[src/core/mas_pkg.sv]
// shared constants and types for the monitor converter sequencer
package mas_pkg;

  // widths
  localparam int ADDR_W    = 8;
  localparam int DATA_W    = 16;
  localparam int NUM_CH    = 8;
  localparam int CH_W      = 3;
  localparam int CONV_W    = 8;
  localparam int IRQ_CNT_W = 13;

  // register offsets
  localparam logic [7:0] ADDR_CONV_CTRL = 8'h15;
  localparam logic [7:0] ADDR_CH_DIS    = 8'h16;
  localparam logic [7:0] ADDR_RESULT0   = 8'h17;
  localparam logic [7:0] ADDR_RESULT7   = 8'h1E;
  localparam logic [7:0] ADDR_DONE      = 8'h25;

  // field positions
  localparam int CTRL_EN_BIT     = 7;
  localparam int CTRL_RATE_BIT   = 6;
  localparam int CTRL_SAMPLE_LSB = 4;
  localparam int DONE_STAT_BIT   = 0;
  localparam int DONE_FLAG_BIT   = 1;
  localparam int DONE_MASK_BIT   = 2;

  // reset values and encodings
  localparam logic       RATE_CONT      = 1'b0;
  localparam logic       RATE_ONESHOT   = 1'b1;
  localparam logic [1:0] SAMPLE_RESET   = 2'h0;
  localparam logic [7:0] CH_DIS_RESET   = 8'h00;
  localparam logic       MASK_RESET     = 1'b0;
  localparam logic [15:0] RESULT_RESET  = 16'h0000;

  // timing
  localparam int CLK_PERIOD_NS = 40;
  localparam int CONV_NS_0     = 4000;
  localparam int CONV_NS_1     = 2000;
  localparam int CONV_NS_2     = 1000;
  localparam int CONV_NS_3     = 480;
  localparam logic [7:0] CONV_CYC_0 = 8'(CONV_NS_0 / CLK_PERIOD_NS);
  localparam logic [7:0] CONV_CYC_1 = 8'(CONV_NS_1 / CLK_PERIOD_NS);
  localparam logic [7:0] CONV_CYC_2 = 8'(CONV_NS_2 / CLK_PERIOD_NS);
  localparam logic [7:0] CONV_CYC_3 = 8'(CONV_NS_3 / CLK_PERIOD_NS);
  localparam int IRQ_PULSE_US  = 256;
  localparam int IRQ_PULSE_CYC = IRQ_PULSE_US * 1000 / CLK_PERIOD_NS;

  typedef enum logic [1:0] {ST_IDLE, ST_CONV, ST_PAUSE, ST_WAIT} mas_state_t;

endpackage

[src/core/mas_conv_timer.sv]
// per-conversion timer, length picked by the sample speed
`timescale 1ns/1ps
`default_nettype none
module mas_conv_timer (
  // clock and reset
  input  wire logic       ref_clk,
  input  wire logic       resetn,
  // control
  input  wire logic       start,
  input  wire logic       abort,
  input  wire logic [1:0] speed,
  // result
  output logic            done
);

  typedef struct packed {
    logic [mas_pkg::CONV_W-1:0] cnt;
    logic                       busy;
    logic                       done;
  } mas_timer_t;

  mas_timer_t s;
  mas_timer_t n;

  function automatic logic [mas_pkg::CONV_W-1:0] convCycles(input logic [1:0] sp);
    case (sp)
      2'h0:    return mas_pkg::CONV_CYC_0;
      2'h1:    return mas_pkg::CONV_CYC_1;
      2'h2:    return mas_pkg::CONV_CYC_2;
      default: return mas_pkg::CONV_CYC_3;
    endcase
  endfunction

  always_comb begin
    n = s;
    n.done = 1'b0;
    if (abort) begin
      n.busy = 1'b0;
    end else if (start) begin
      n.busy = 1'b1;
      n.cnt  = convCycles(speed) - 8'h01;
    end else if (s.busy) begin
      if (s.cnt == 8'h00) begin
        n.busy = 1'b0;
        n.done = 1'b1;
      end else begin
        n.cnt = s.cnt - 8'h01;
      end
    end
  end

  always_ff @(posedge ref_clk or negedge resetn) begin
    if (!resetn) begin
      s <= '0;
    end else begin
      s <= n;
    end
  end

  assign done = s.done;

endmodule
`default_nettype wire

[src/core/mas_irq_pulse.sv]
// fixed-length active-low interrupt pulse generator
`timescale 1ns/1ps
`default_nettype none
module mas_irq_pulse #(
  parameter int PULSE_CYC = mas_pkg::IRQ_PULSE_CYC
) (
  // clock and reset
  input  wire logic ref_clk,
  input  wire logic resetn,
  // event in
  input  wire logic trigger,
  // pin out
  output logic      irqN
);

  typedef struct packed {
    logic [mas_pkg::IRQ_CNT_W-1:0] cnt;
    logic                          irqN;
  } mas_pulse_t;

  mas_pulse_t s;
  mas_pulse_t n;

  always_comb begin
    n = s;
    // fixed-length low pulse
    // retrigger restarts the full pulse
    if (trigger) begin
      n.irqN = 1'b0;
      n.cnt  = 13'(PULSE_CYC - 1);
    end else if (!s.irqN) begin
      if (s.cnt == 13'h0000) begin
        n.irqN = 1'b1;
      end else begin
        n.cnt = s.cnt - 13'h0001;
      end
    end
  end

  always_ff @(posedge ref_clk or negedge resetn) begin
    if (!resetn) begin
      s <= '{cnt: 13'h0000, irqN: 1'b1};
    end else begin
      s <= n;
    end
  end

  assign irqN = s.irqN;

endmodule
`default_nettype wire

[src/core/mas_sequencer.sv]
// monitor converter sequencer: control, channel walk, results, done event
// Function
// - 16-bit results; conversions run only while the enable bit is set.
// - rate bit picks continuous or one-shot; one-shot end clears enable.
// - no input and no battery present: skip, keep results, clear enable, no irq.
// - enable with all channels off clears enable; same in one-shot when all go off.
// - mode change pauses conversion; resume from the interrupted channel.
// - two-bit sample speed sets the per-conversion time.
// - disabled channels skipped; their result keeps last value, zero from reset.
// - channel disabled mid-measurement finishes, then is skipped afterwards.
// - continuous with all off stays active, restarts when any channel enabled.
// - one-shot completion sets done status and flag, pulses irq unless masked.
// - continuous: done status reads zero, done flag untouched.
// - faults never stop conversion; only the host clearing enable does.
// - adapter plug-in pauses conversion until source detection completes.
// - host writing enable zero stops at once; results hold last readings.
// - switching rate to one-shot stops after the whole current cycle.
// - disabling all channels in one-shot stops after the current measurement.
// - each interrupt event is a fixed 256 us active-low pulse.
// - done flag clears on host read; needs a new status rise to set.
//
// The strobed register port and the register offsets were left to the implementer.
`timescale 1ns/1ps
`default_nettype none
module mas_sequencer #(
  parameter int IRQ_PULSE_CYC = mas_pkg::IRQ_PULSE_CYC
) (
  // clock and reset
  input  wire logic                       ref_clk,
  input  wire logic                       resetn,
  // register port
  input  wire logic [mas_pkg::ADDR_W-1:0] regAddr,
  input  wire logic [mas_pkg::DATA_W-1:0] regWrData,
  input  wire logic                       regWr,
  input  wire logic                       regRd,
  output logic      [mas_pkg::DATA_W-1:0] regRdData,
  // device state
  input  wire logic                       inputPresentLevel,
  input  wire logic                       batteryPresentLevel,
  input  wire logic                       modeChangeBusy,
  input  wire logic                       inputHighImpedance,
  input  wire logic                       reverseOutputEnable,
  input  wire logic                       adapterAttached,
  input  wire logic                       srcDetectDone,
  // analog converter
  input  wire logic [mas_pkg::DATA_W-1:0] adcData,
  output logic                            adcActive,
  output logic      [mas_pkg::CH_W-1:0]   adcChannel,
  output logic      [1:0]                 adcSampleSpeed,
  // host pin
  output logic                            hostIrqN
);

  typedef struct packed {
    mas_pkg::mas_state_t                            state;
    logic                                           en;
    logic                                           rate;
    logic [1:0]                                     sample;
    logic [mas_pkg::NUM_CH-1:0]                     chDis;
    logic                                           doneStat;
    logic                                           doneFlag;
    logic                                           doneMask;
    logic [mas_pkg::CH_W-1:0]                       chan;
    logic                                           detectPend;
    logic                                           adapterQ;
    logic                                           hizQ;
    logic                                           otgQ;
    logic [mas_pkg::NUM_CH-1:0][mas_pkg::DATA_W-1:0] result;
    logic [mas_pkg::DATA_W-1:0]                     rdData;
    logic                                           active;
    logic                                           timerStart;
    logic                                           timerAbort;
    logic                                           irqTrig;
  } mas_seq_t;

  mas_seq_t s;
  mas_seq_t n;
  logic     timerDone;

  // first enabled channel at or above from: {found, index}
  function automatic logic [3:0] firstEnabled(input logic [7:0] dis, input logic [3:0] from);
    logic [3:0] r;
    r = 4'h0;
    for (int i = mas_pkg::NUM_CH - 1; i >= 0; i--) begin
      if (!dis[i] && (4'(i) >= from)) begin
        r = {1'b1, 3'(i)};
      end
    end
    return r;
  endfunction

  function automatic logic isResult(input logic [7:0] a);
    return (a >= mas_pkg::ADDR_RESULT0) && (a <= mas_pkg::ADDR_RESULT7);
  endfunction

  mas_conv_timer u_timer (
    .ref_clk (ref_clk),
    .resetn  (resetn),
    .start   (s.timerStart),
    .abort   (s.timerAbort),
    .speed   (s.sample),
    .done    (timerDone)
  );

  mas_irq_pulse #(
    .PULSE_CYC (IRQ_PULSE_CYC)
  ) u_irq (
    .ref_clk (ref_clk),
    .resetn  (resetn),
    .trigger (s.irqTrig),
    .irqN    (hostIrqN)
  );

  logic       plug;
  logic       pause;
  logic       hwClr;
  logic       goNext;
  logic       flagSet;
  logic       ctrlWr;
  logic [3:0] f;
  logic [7:0] resIdx;

  always_comb begin
    n            = s;
    n.timerStart = 1'b0;
    n.timerAbort = 1'b0;
    n.irqTrig    = 1'b0;
    hwClr        = 1'b0;
    goNext       = 1'b0;
    flagSet      = 1'b0;
    f            = 4'h0;
    resIdx       = regAddr - mas_pkg::ADDR_RESULT0;
    ctrlWr       = regWr && (regAddr == mas_pkg::ADDR_CONV_CTRL);

    // busy level, pending detection and mode change edges pause the walk
    plug       = adapterAttached & ~s.adapterQ;
    n.adapterQ = adapterAttached;
    n.hizQ     = inputHighImpedance;
    n.otgQ     = reverseOutputEnable;
    // held off until source detection done
    n.detectPend = plug | (s.detectPend & ~srcDetectDone);
    pause = modeChangeBusy | s.detectPend | plug
          | (inputHighImpedance & ~s.hizQ) | (reverseOutputEnable & ~s.otgQ);

    // register writes
    if (ctrlWr) begin
      n.en     = regWrData[mas_pkg::CTRL_EN_BIT];
      n.rate   = regWrData[mas_pkg::CTRL_RATE_BIT];
      n.sample = regWrData[mas_pkg::CTRL_SAMPLE_LSB +: 2];
    end
    if (regWr && (regAddr == mas_pkg::ADDR_CH_DIS)) begin
      n.chDis = regWrData[mas_pkg::NUM_CH-1:0];
    end
    if (regWr && (regAddr == mas_pkg::ADDR_DONE)) begin
      n.doneMask = regWrData[mas_pkg::DONE_MASK_BIT];
    end

    // faults are deliberately not inputs here
    // only enable stops the walk
    case (s.state)
      mas_pkg::ST_IDLE: begin
        n.active = 1'b0;
        if (s.en) begin
          f = firstEnabled(s.chDis, 4'h0);
          if (!(inputPresentLevel || batteryPresentLevel)) begin
            hwClr = 1'b1;
          end else if (!f[3]) begin
            hwClr = 1'b1;
          end else begin
            n.chan     = f[2:0];
            n.doneStat = 1'b0;
            n.active   = 1'b1;
            goNext     = 1'b1;
          end
        end
      end
      mas_pkg::ST_CONV: begin
        if (!s.en) begin
          n.state      = mas_pkg::ST_IDLE;
          n.active     = 1'b0;
          n.timerAbort = 1'b1;
        end else if (timerDone) begin
          n.result[s.chan] = adcData;
          // live mask only steers the next pick
          f = firstEnabled(s.chDis, {1'b0, s.chan} + 4'h1);
          if (f[3]) begin
            n.chan = f[2:0];
            goNext = 1'b1;
          end else if (s.rate == mas_pkg::RATE_ONESHOT) begin
            hwClr      = 1'b1;
            n.state    = mas_pkg::ST_IDLE;
            n.active   = 1'b0;
            n.doneStat = 1'b1;
            flagSet    = ~s.doneStat;
            n.irqTrig  = ~s.doneMask;
          end else begin
            f = firstEnabled(s.chDis, 4'h0);
            if (f[3]) begin
              n.chan = f[2:0];
              goNext = 1'b1;
            // all off: wait in ST_WAIT, still active, after this measurement
            end else begin
              n.state = mas_pkg::ST_WAIT;
            end
          end
        end else if (pause) begin
          n.state      = mas_pkg::ST_PAUSE;
          n.timerAbort = 1'b1;
        end
      end
      mas_pkg::ST_WAIT: begin
        f = firstEnabled(s.chDis, 4'h0);
        if (!s.en) begin
          n.state  = mas_pkg::ST_IDLE;
          n.active = 1'b0;
        // one-shot with all off clears enable
        end else if (s.rate == mas_pkg::RATE_ONESHOT) begin
          hwClr    = 1'b1;
          n.state  = mas_pkg::ST_IDLE;
          n.active = 1'b0;
        // resume as soon as a channel returns
        end else if (f[3]) begin
          n.chan = f[2:0];
          goNext = 1'b1;
        end
      end
      mas_pkg::ST_PAUSE: begin
        if (!s.en) begin
          n.state  = mas_pkg::ST_IDLE;
          n.active = 1'b0;
        end else if (!pause) begin
          n.state      = mas_pkg::ST_CONV;
          n.timerStart = 1'b1;
        end
      end
      default: begin
        n.state  = mas_pkg::ST_IDLE;
        n.active = 1'b0;
      end
    endcase

    // next conversion, unless a pause holds it
    if (goNext) begin
      if (pause) begin
        n.state = mas_pkg::ST_PAUSE;
      end else begin
        n.state      = mas_pkg::ST_CONV;
        n.timerStart = 1'b1;
      end
    end

    // hardware clear loses to a same-cycle host write
    if (hwClr && !ctrlWr) begin
      n.en = 1'b0;
    end

    if (s.rate == mas_pkg::RATE_CONT) begin
      n.doneStat = 1'b0;
    end

    // read clears flag, new set wins
    if (flagSet) begin
      n.doneFlag = 1'b1;
    end else if (regRd && (regAddr == mas_pkg::ADDR_DONE)) begin
      n.doneFlag = 1'b0;
    end

    // read data lives one cycle only
    n.rdData = '0;
    if (regRd) begin
      if (regAddr == mas_pkg::ADDR_CONV_CTRL) begin
        // enable readable to confirm a run
        n.rdData[mas_pkg::CTRL_EN_BIT]          = s.en;
        n.rdData[mas_pkg::CTRL_RATE_BIT]        = s.rate;
        n.rdData[mas_pkg::CTRL_SAMPLE_LSB +: 2] = s.sample;
      end else if (regAddr == mas_pkg::ADDR_CH_DIS) begin
        n.rdData[mas_pkg::NUM_CH-1:0] = s.chDis;
      end else if (regAddr == mas_pkg::ADDR_DONE) begin
        n.rdData[mas_pkg::DONE_STAT_BIT] = s.doneStat;
        n.rdData[mas_pkg::DONE_FLAG_BIT] = s.doneFlag;
        n.rdData[mas_pkg::DONE_MASK_BIT] = s.doneMask;
      end else if (isResult(regAddr)) begin
        n.rdData = s.result[resIdx[mas_pkg::CH_W-1:0]];
      end
    end
  end

  // results zero from reset, held when skipped
  always_ff @(posedge ref_clk or negedge resetn) begin
    if (!resetn) begin
      s            <= '0;
      s.state      <= mas_pkg::ST_IDLE;
      s.rate       <= mas_pkg::RATE_CONT;
      s.sample     <= mas_pkg::SAMPLE_RESET;
      s.chDis      <= mas_pkg::CH_DIS_RESET;
      s.doneMask   <= mas_pkg::MASK_RESET;
      s.result     <= {mas_pkg::NUM_CH{mas_pkg::RESULT_RESET}};
    end else begin
      s <= n;
    end
  end

  assign regRdData      = s.rdData;
  assign adcActive      = s.active;
  assign adcChannel     = s.chan;
  assign adcSampleSpeed = s.sample;

endmodule
`default_nettype wire

[config.mk]
export PLATFORM = sky130hd
export DESIGN_NAME = mas_sequencer
export DESIGN_NICKNAME = d
export VERILOG_FILES = /design/src/core/mas_pkg.sv /design/src/core/mas_conv_timer.sv /design/src/core/mas_irq_pulse.sv /design/src/core/mas_sequencer.sv
export SDC_FILE = /design/constraint.sdc
export NUM_CORES = 1
export LEC_CHECK = 0
export ABC_AREA = 1
export BUFFER_PORTS_ARGS = -buffer_cell sky130_fd_sc_hd__buf_2
export CAP_MARGIN = 25
export CORE_MARGIN = 3
export CORE_UTILIZATION = 62
export DETAILED_ROUTE_END_ITERATION = 10
export GPL_TIMING_DRIVEN = 0
export PLACE_DENSITY_LB_ADDON = 0.25
export SKIP_CTS_REPAIR_TIMING = 1
export SLEW_MARGIN = 25
export SYNTH_ARGS = -nofsm -noshare
export SYNTH_HDL_FRONTEND = slang
export SYNTH_SLANG_ARGS = --single-unit
[constraint.sdc]
create_clock -name ref_clk -period 4.05 [get_ports ref_clk]
set_clock_uncertainty 0.1 [all_clocks]
set_input_delay 0.405 -clock ref_clk [delete_from_list [all_inputs] [get_ports ref_clk]]
set_output_delay 0.405 -clock ref_clk [all_outputs]
set_load 0.02 [all_outputs]
# Word-level counts from Yosys, hierarchy flattened
# Cells that the tools add are included.
[classes] n_mux=138 eq_ne=36 addsub=5 order_cmp=13 bitwise=16 reduce_logical=41
[op_table] operator="bitwise mux 128 bit" count=1
[op_table] operator="2-to-1 mux 4 bit" count=30
[op_table] operator="2-to-1 mux 16 bit" count=4
[op_table] operator="2-to-1 mux 1 bit" count=56
[op_table] operator="binary-select mux 16 bit (select 3 bit)" count=1
[op_table] operator="demux 16 bit (select 3 bit)" count=1
[op_table] operator="2-to-1 mux 8 bit" count=6
[op_table] operator="2-to-1 mux 3 bit" count=12
[op_table] operator="2-to-1 mux 14 bit" count=2
[op_table] operator="2-to-1 mux 2 bit" count=14
[op_table] operator="2-to-1 mux 13 bit" count=2
[op_table] operator="!= test 3 bit (second input constant)" count=8
[op_table] operator="!= test 2 bit (second input constant)" count=11
[op_table] operator="case mux 7 bit (3 select lines)" count=1
[op_table] operator="== test 8 x 5 -> 1 bit (second input constant)" count=2
[op_table] operator=">= comparator 3 x 4 -> 1 bit (first input constant)" count=4
[op_table] operator="subtractor 8 x 1 -> 8 bit (second input constant)" count=2
[op_table] operator="logical AND 1 bit" count=15
[op_table] operator="zero test 13 bit" count=1
[op_table] operator="subtractor 13 x 1 -> 13 bit (second input constant)" count=1
[op_table] operator="AND reduction 11 bit" count=1
[op_table] operator="2-to-1 mux 10 bit" count=1
[op_table] operator="zero test 1 bit" count=9
[op_table] operator="2-to-1 mux 9 bit" count=1
[op_table] operator="36 further kinds" count=63
[totals] wordCells=280 register_bits=196 inputBits=51 out_inout_bits=23

# Logic depth before layout (Yosys ltp)
[logic_depth] word_depth=26 mapped_depth=16 ltp_nobuf=15

# Hierarchy
# Synthesis repeated with hierarchy kept, for this count alone.
[unflattened] hier_cells=1208 area_unflattened_um2=9818.2
[modules_own_cells] mod="mas_sequencer" cells_per_inst=965 seq_area_each_um2=4304.1 instances=1 area_per_inst_um2=8126.5
[modules_own_cells] mod="mas_irq_pulse" cells_per_inst=138 seq_area_each_um2=351.6 instances=1 area_per_inst_um2=935.9
[modules_own_cells] mod="mas_conv_timer" cells_per_inst=105 seq_area_each_um2=250.2 instances=1 area_per_inst_um2=755.7

# Worst setup path before layout
# Ideal clock, no wire load.
[synth_path] kind="input to register" from="input port regAddr[0] (netlist bit)" to="register s (netlist bit regRdData[7])" n_path_buf=5 setup_time_ps=121 slack_ps=1425 t_arrival_ps=2403 path_stages=12 required_ps=3829 cell_sequence="buf_2 > inv_1 > buf_2 > buf_1 > ha_1 > inv_1 > clkbuf_1 > clkbuf_1 > a32o_1 > nand2_1 > a31oi_1 > nor2_1"
[synth_rtl] item="start: declaration" line="mas_sequencer.sv:32" text="input wire logic [mas_pkg::ADDR_W-1:0] regAddr,"
[synth_rtl] item="end signal: assignment" line="mas_sequencer.sv:299" text="s <= n;"
[synth_rtl] item="end: declaration" line="mas_sequencer.sv:76" text="mas_seq_t s;"

==> flow_metrics.py <==
metrics = {
    "synthesis": {
        "avgSynthCellArea_um2": 8.092,
        "synth-edff-count": 0,
        "yosys.area_share.simple_pct": 20.51,
        "synth_cells": 1178,
        "synth_area_um2": 9533,
        "syn_nets": 1242,
        "synth-seq-cells": 196,
        "synthMuxAreaShare_pct": 0.3544,
        "synth-xor-area-share_pct": 0.3675,
        "ys_types": 39,
        "synth_fa_ha_area_share_pct": 1.706,
        "ys_async_sr_fraction_pct": 100.0,
        "synth_flop_cell": "dfrtp_1",
        "synth_top_family_by_area": "simple AND/OR/NAND/NOR gates",
        "yosysWarningCount": 0,
        "yosysSeqAreaShare_pct": 51.46,
        "synth_compound_area_share_pct": 17.77,
    },
    "floorplan": {
        "boundaryPins": 74,
        "rows": 44,
        "fp.dieH_um": 130,
        "die_x_um": 130,
        "dieArea_um2": 16900,
        "start_util_pct": 64.37,
        "core-area_um2": 14810,
    },
    "clock_tree": {
        "numCtsBuffers": 17,
        "ctsLongestPathBuffers": 2,
        "clkSlewWorstSetupHoldPaths_ns": 0.07,
        "htree_levels": 4,
        "cts_root_buf": "clkbuf_16",
        "clk_latency_ns": 0.44,
        "clock_sinks": 196,
        "cts_tree": "yes",
    },
    "final_layout": {
        "layout.nets": 1332,
        "areaGrowthSynthToFinish_pct": 13.11,
        "fin_util_pct": 72.81,
        "layout-drive-gt1-share_pct": 10.62,
        "antennaDiodeCount": 0,
    },
    "route": {
        "via_per_inst": 5.957,
        "wire_per_inst_um": 17.86,
        "route.vias.total": 8727,
        "ant_nets": 0,
        "drt-pass1-iter-count": 7,
        "drt_iter0_drc": 920,
        "post-route-drc-count": 0,
        "wl_um": 26160,
    },
    "grt": {
        "grt_pass1_wl_um": 41960,
        "antenna_found_initial": 0,
        "globalRouteOverflowTotal": 0,
        "grt_pass1_vias": 8306,
        "grt_max_degree": 85,
        "grt_use_total_pct": 32.20,
    },
    "sta": {
        "finalHoldViolCount": 0,
        "fmax_mhz": 270.1,
        "finalMaxSlewViolations": 0,
        "finalCritPeriodShare_pct": 91.40,
        "max_slew_margin_pct": 46.20,
        "finalSetupViolations": 0,
        "rsz0062_at_grt": "false",
        "worstMarginPinSlew_ns": 0.7996,
        "fin_crit_ns": 3.702,
    },
    "worst_setup_path": {
        "critical_path_class": "in -> reg",
        "endpoint_kind": "flop",
        "start_kind": "input pin",
        "cp.required_ns": 4.29,
        "crit_path_max_fanout": 10,
        "cp_data_arrival_time_ns": 3.94,
    },
    "placement": {
        "dp_hpwl_um": 17790,
        "io_buffers": 65,
        "gp_congestion": 0.9276,
    },
    "power_and_ir_drop": {
        "powerDensity_nw_per_um2": 375.0,
        "power.leakage_nw": 5.573,
        "switchingPower_mw": 1.020,
        "power_frac_clock_pct": 42.1,
        "peakVddDrop_mv": 0.3258,
        "internal-power_mw": 3.023,
        "switching_share_pct": 25.23,
        "comb_power_share_pct": 8.8,
        "seq_power_share_pct": 49.1,
        "total_power_mw": 4.044,
    },
    "worst_hold_path": {
        "hold_path_class": "in -> reg",
    },
    "job": {
        "drv_cap": 0,
    },
    "outcome": {
        "outcome": "finished, final reports clean",
    },
}
state kept, by name (all words and copies together) (netlist names):
signal,cells
regRdData,16
u_irq.s,13
adcChannel,3
adcActive,1
u_timer.s,9
u_irq.irqN,1
s,150
adcSampleSpeed,2
u_timer.done,1
per-stage QoR:
step / hold WS [ns] / cells / worst slack (ns) / setup TNS [ns] / cell area (µm²)
2_1_floorplan: 0.009409 / 1178 / 1.425 / 0 / 9533
3_3_place_gp: 0.3610 / 1427 / -0.6577 / -125.27 / 10090
3_5_place_dp: 0.1979 / 1429 / 0.1193 / 0 / 10150
4_1_cts: -0.2620 / 1461 / 0.4961 / 0 / 10740
5_1_grt: 0.07279 / 1465 / 0.2112 / 0 / 10780
6_report: 0.04819 / 1465 / 0.3483 / 0 / 10780
cell usage in the layout (no fill, tap or decap), types with 3 or more instances in the layout:
master,count
nand3_1,38
o22ai_1,7
clkinvlp_4,5
dfrtp_1,195
dlygate4sd3_1,4
clkbuf_1,47
clkinv_4,3
nand4_1,10
nor2_1,106
a31oi_1,10
xor2_1,3
o21ai_0,203
nor3_1,12
clkbuf_16,17
o221ai_1,16
inv_1,99
nand2_1,311
ha_1,13
a21oi_1,38
mux2_2,3
buf_2,69
nor4_1,3
a32o_1,15
buf_4,22
cell families after synthesis:
logic type                 count (synthesis)
AOI/OAI and AO/OA                        300
buffers and inverters                    175
and+or+nand+nor                          487
xor gates and xnor gates                   4
muxes                                      3
adders and majority gates                 13
DFF                                      196
cell usage after synthesis, types with 3 or more instances:
| cell | n | area share [%] |
|---|---|---|
| buf_4 | 22 | 1.7 |
| o21ai_0 | 203 | 11 |
| inv_1 | 99 | 3.9 |
| mux2_2 | 3 | 0.35 |
| xor2_1 | 3 | 0.28 |
| a21oi_1 | 38 | 2.0 |
| a32o_1 | 15 | 1.6 |
| nand3_1 | 38 | 2.0 |
| ha_1 | 13 | 1.7 |
| dfrtp_1 | 195 | 51 |
| nor2_1 | 106 | 4.2 |
| a31oi_1 | 10 | 0.66 |
| clkbuf_1 | 45 | 1.8 |
| nor3_1 | 12 | 0.63 |
| nand4_1 | 10 | 0.66 |
| buf_2 | 5 | 0.26 |
| nor4_1 | 3 | 0.20 |
| nand2_1 | 311 | 12 |
| o22ai_1 | 7 | 0.46 |
| o221ai_1 | 16 | 1.5 |
path summary, 6_finish.rpt:
| path | from | to | slack (ns) | cells after the start |
|---|---|---|---|---|
| max in group asynchronous | resetn | s[171]$_DFFE_PN0P_ | 2.45 | 4 |
| min | srcDetectDone | s[151]$_DFF_PN0_ | 0.05 | 2 |
| max reg2reg | adcChannel[0]$_DFFE_PN0P_ | s[0]$_DFF_PN0_ | 1.57 | 9 |
| max | regAddr[0] | regRdData[3]$_DFF_PN0_ | 0.35 | 13 |
| min in group asynchronous | resetn | regRdData[8]$_DFF_PN0_ | 0.33 | 2 |
| min reg2reg | s[111]$_DFFE_PN0P_ | s[111]$_DFFE_PN0P_ | 0.38 | 2 |
power groups by stage:
stage          Sequential (mW)  Combinational, mW  Clock [mW]
2_1_floorplan             2.02              0.199           0
3_3_place_gp              2.02              0.332           0
3_5_place_dp              2.02              0.344           0
4_1_cts                   1.99              0.348        1.70
5_1_grt                   1.99              0.398        1.79
6_report                  1.99              0.355        1.70
layer usage:
layer | track usage (%) | part of all wire (%) | up-vias
li1 | - | - | 4058
met5 | 0 | 0 | -
met1 | 45.99 | 42 | 4174
met4 | 10.51 | 2.0 | 0
met3 | 6.959 | 9.7 | 54
met2 | 49.83 | 47 | 441
layout make-up:
type,count,area (µm²)
Timing Repair Buffer,71,430.4
Clock inverter,11,128.9
Multi-Input combinational cell,807,3881
Buffer,73,362.8
Clock buffer,21,460.4
Inverter,102,382.9
Sequential cell,196,4906
Fill cell,1184,4026
Tap cell,184,230.2
critical path, cell delays in order:
cell      delay (ns)
buf_2           0.14
buf_2           0.19
inv_1           0.08
buf_2           0.20
buf_1           0.58
ha_1            0.48
inv_1           0.15
clkbuf_1        0.42
clkbuf_1        0.52
a21oi_1         0.12
a32oi_1         0.29
o211ai_1        0.13
a21oi_1         0.21
Power figures use the tool's default switching activity.
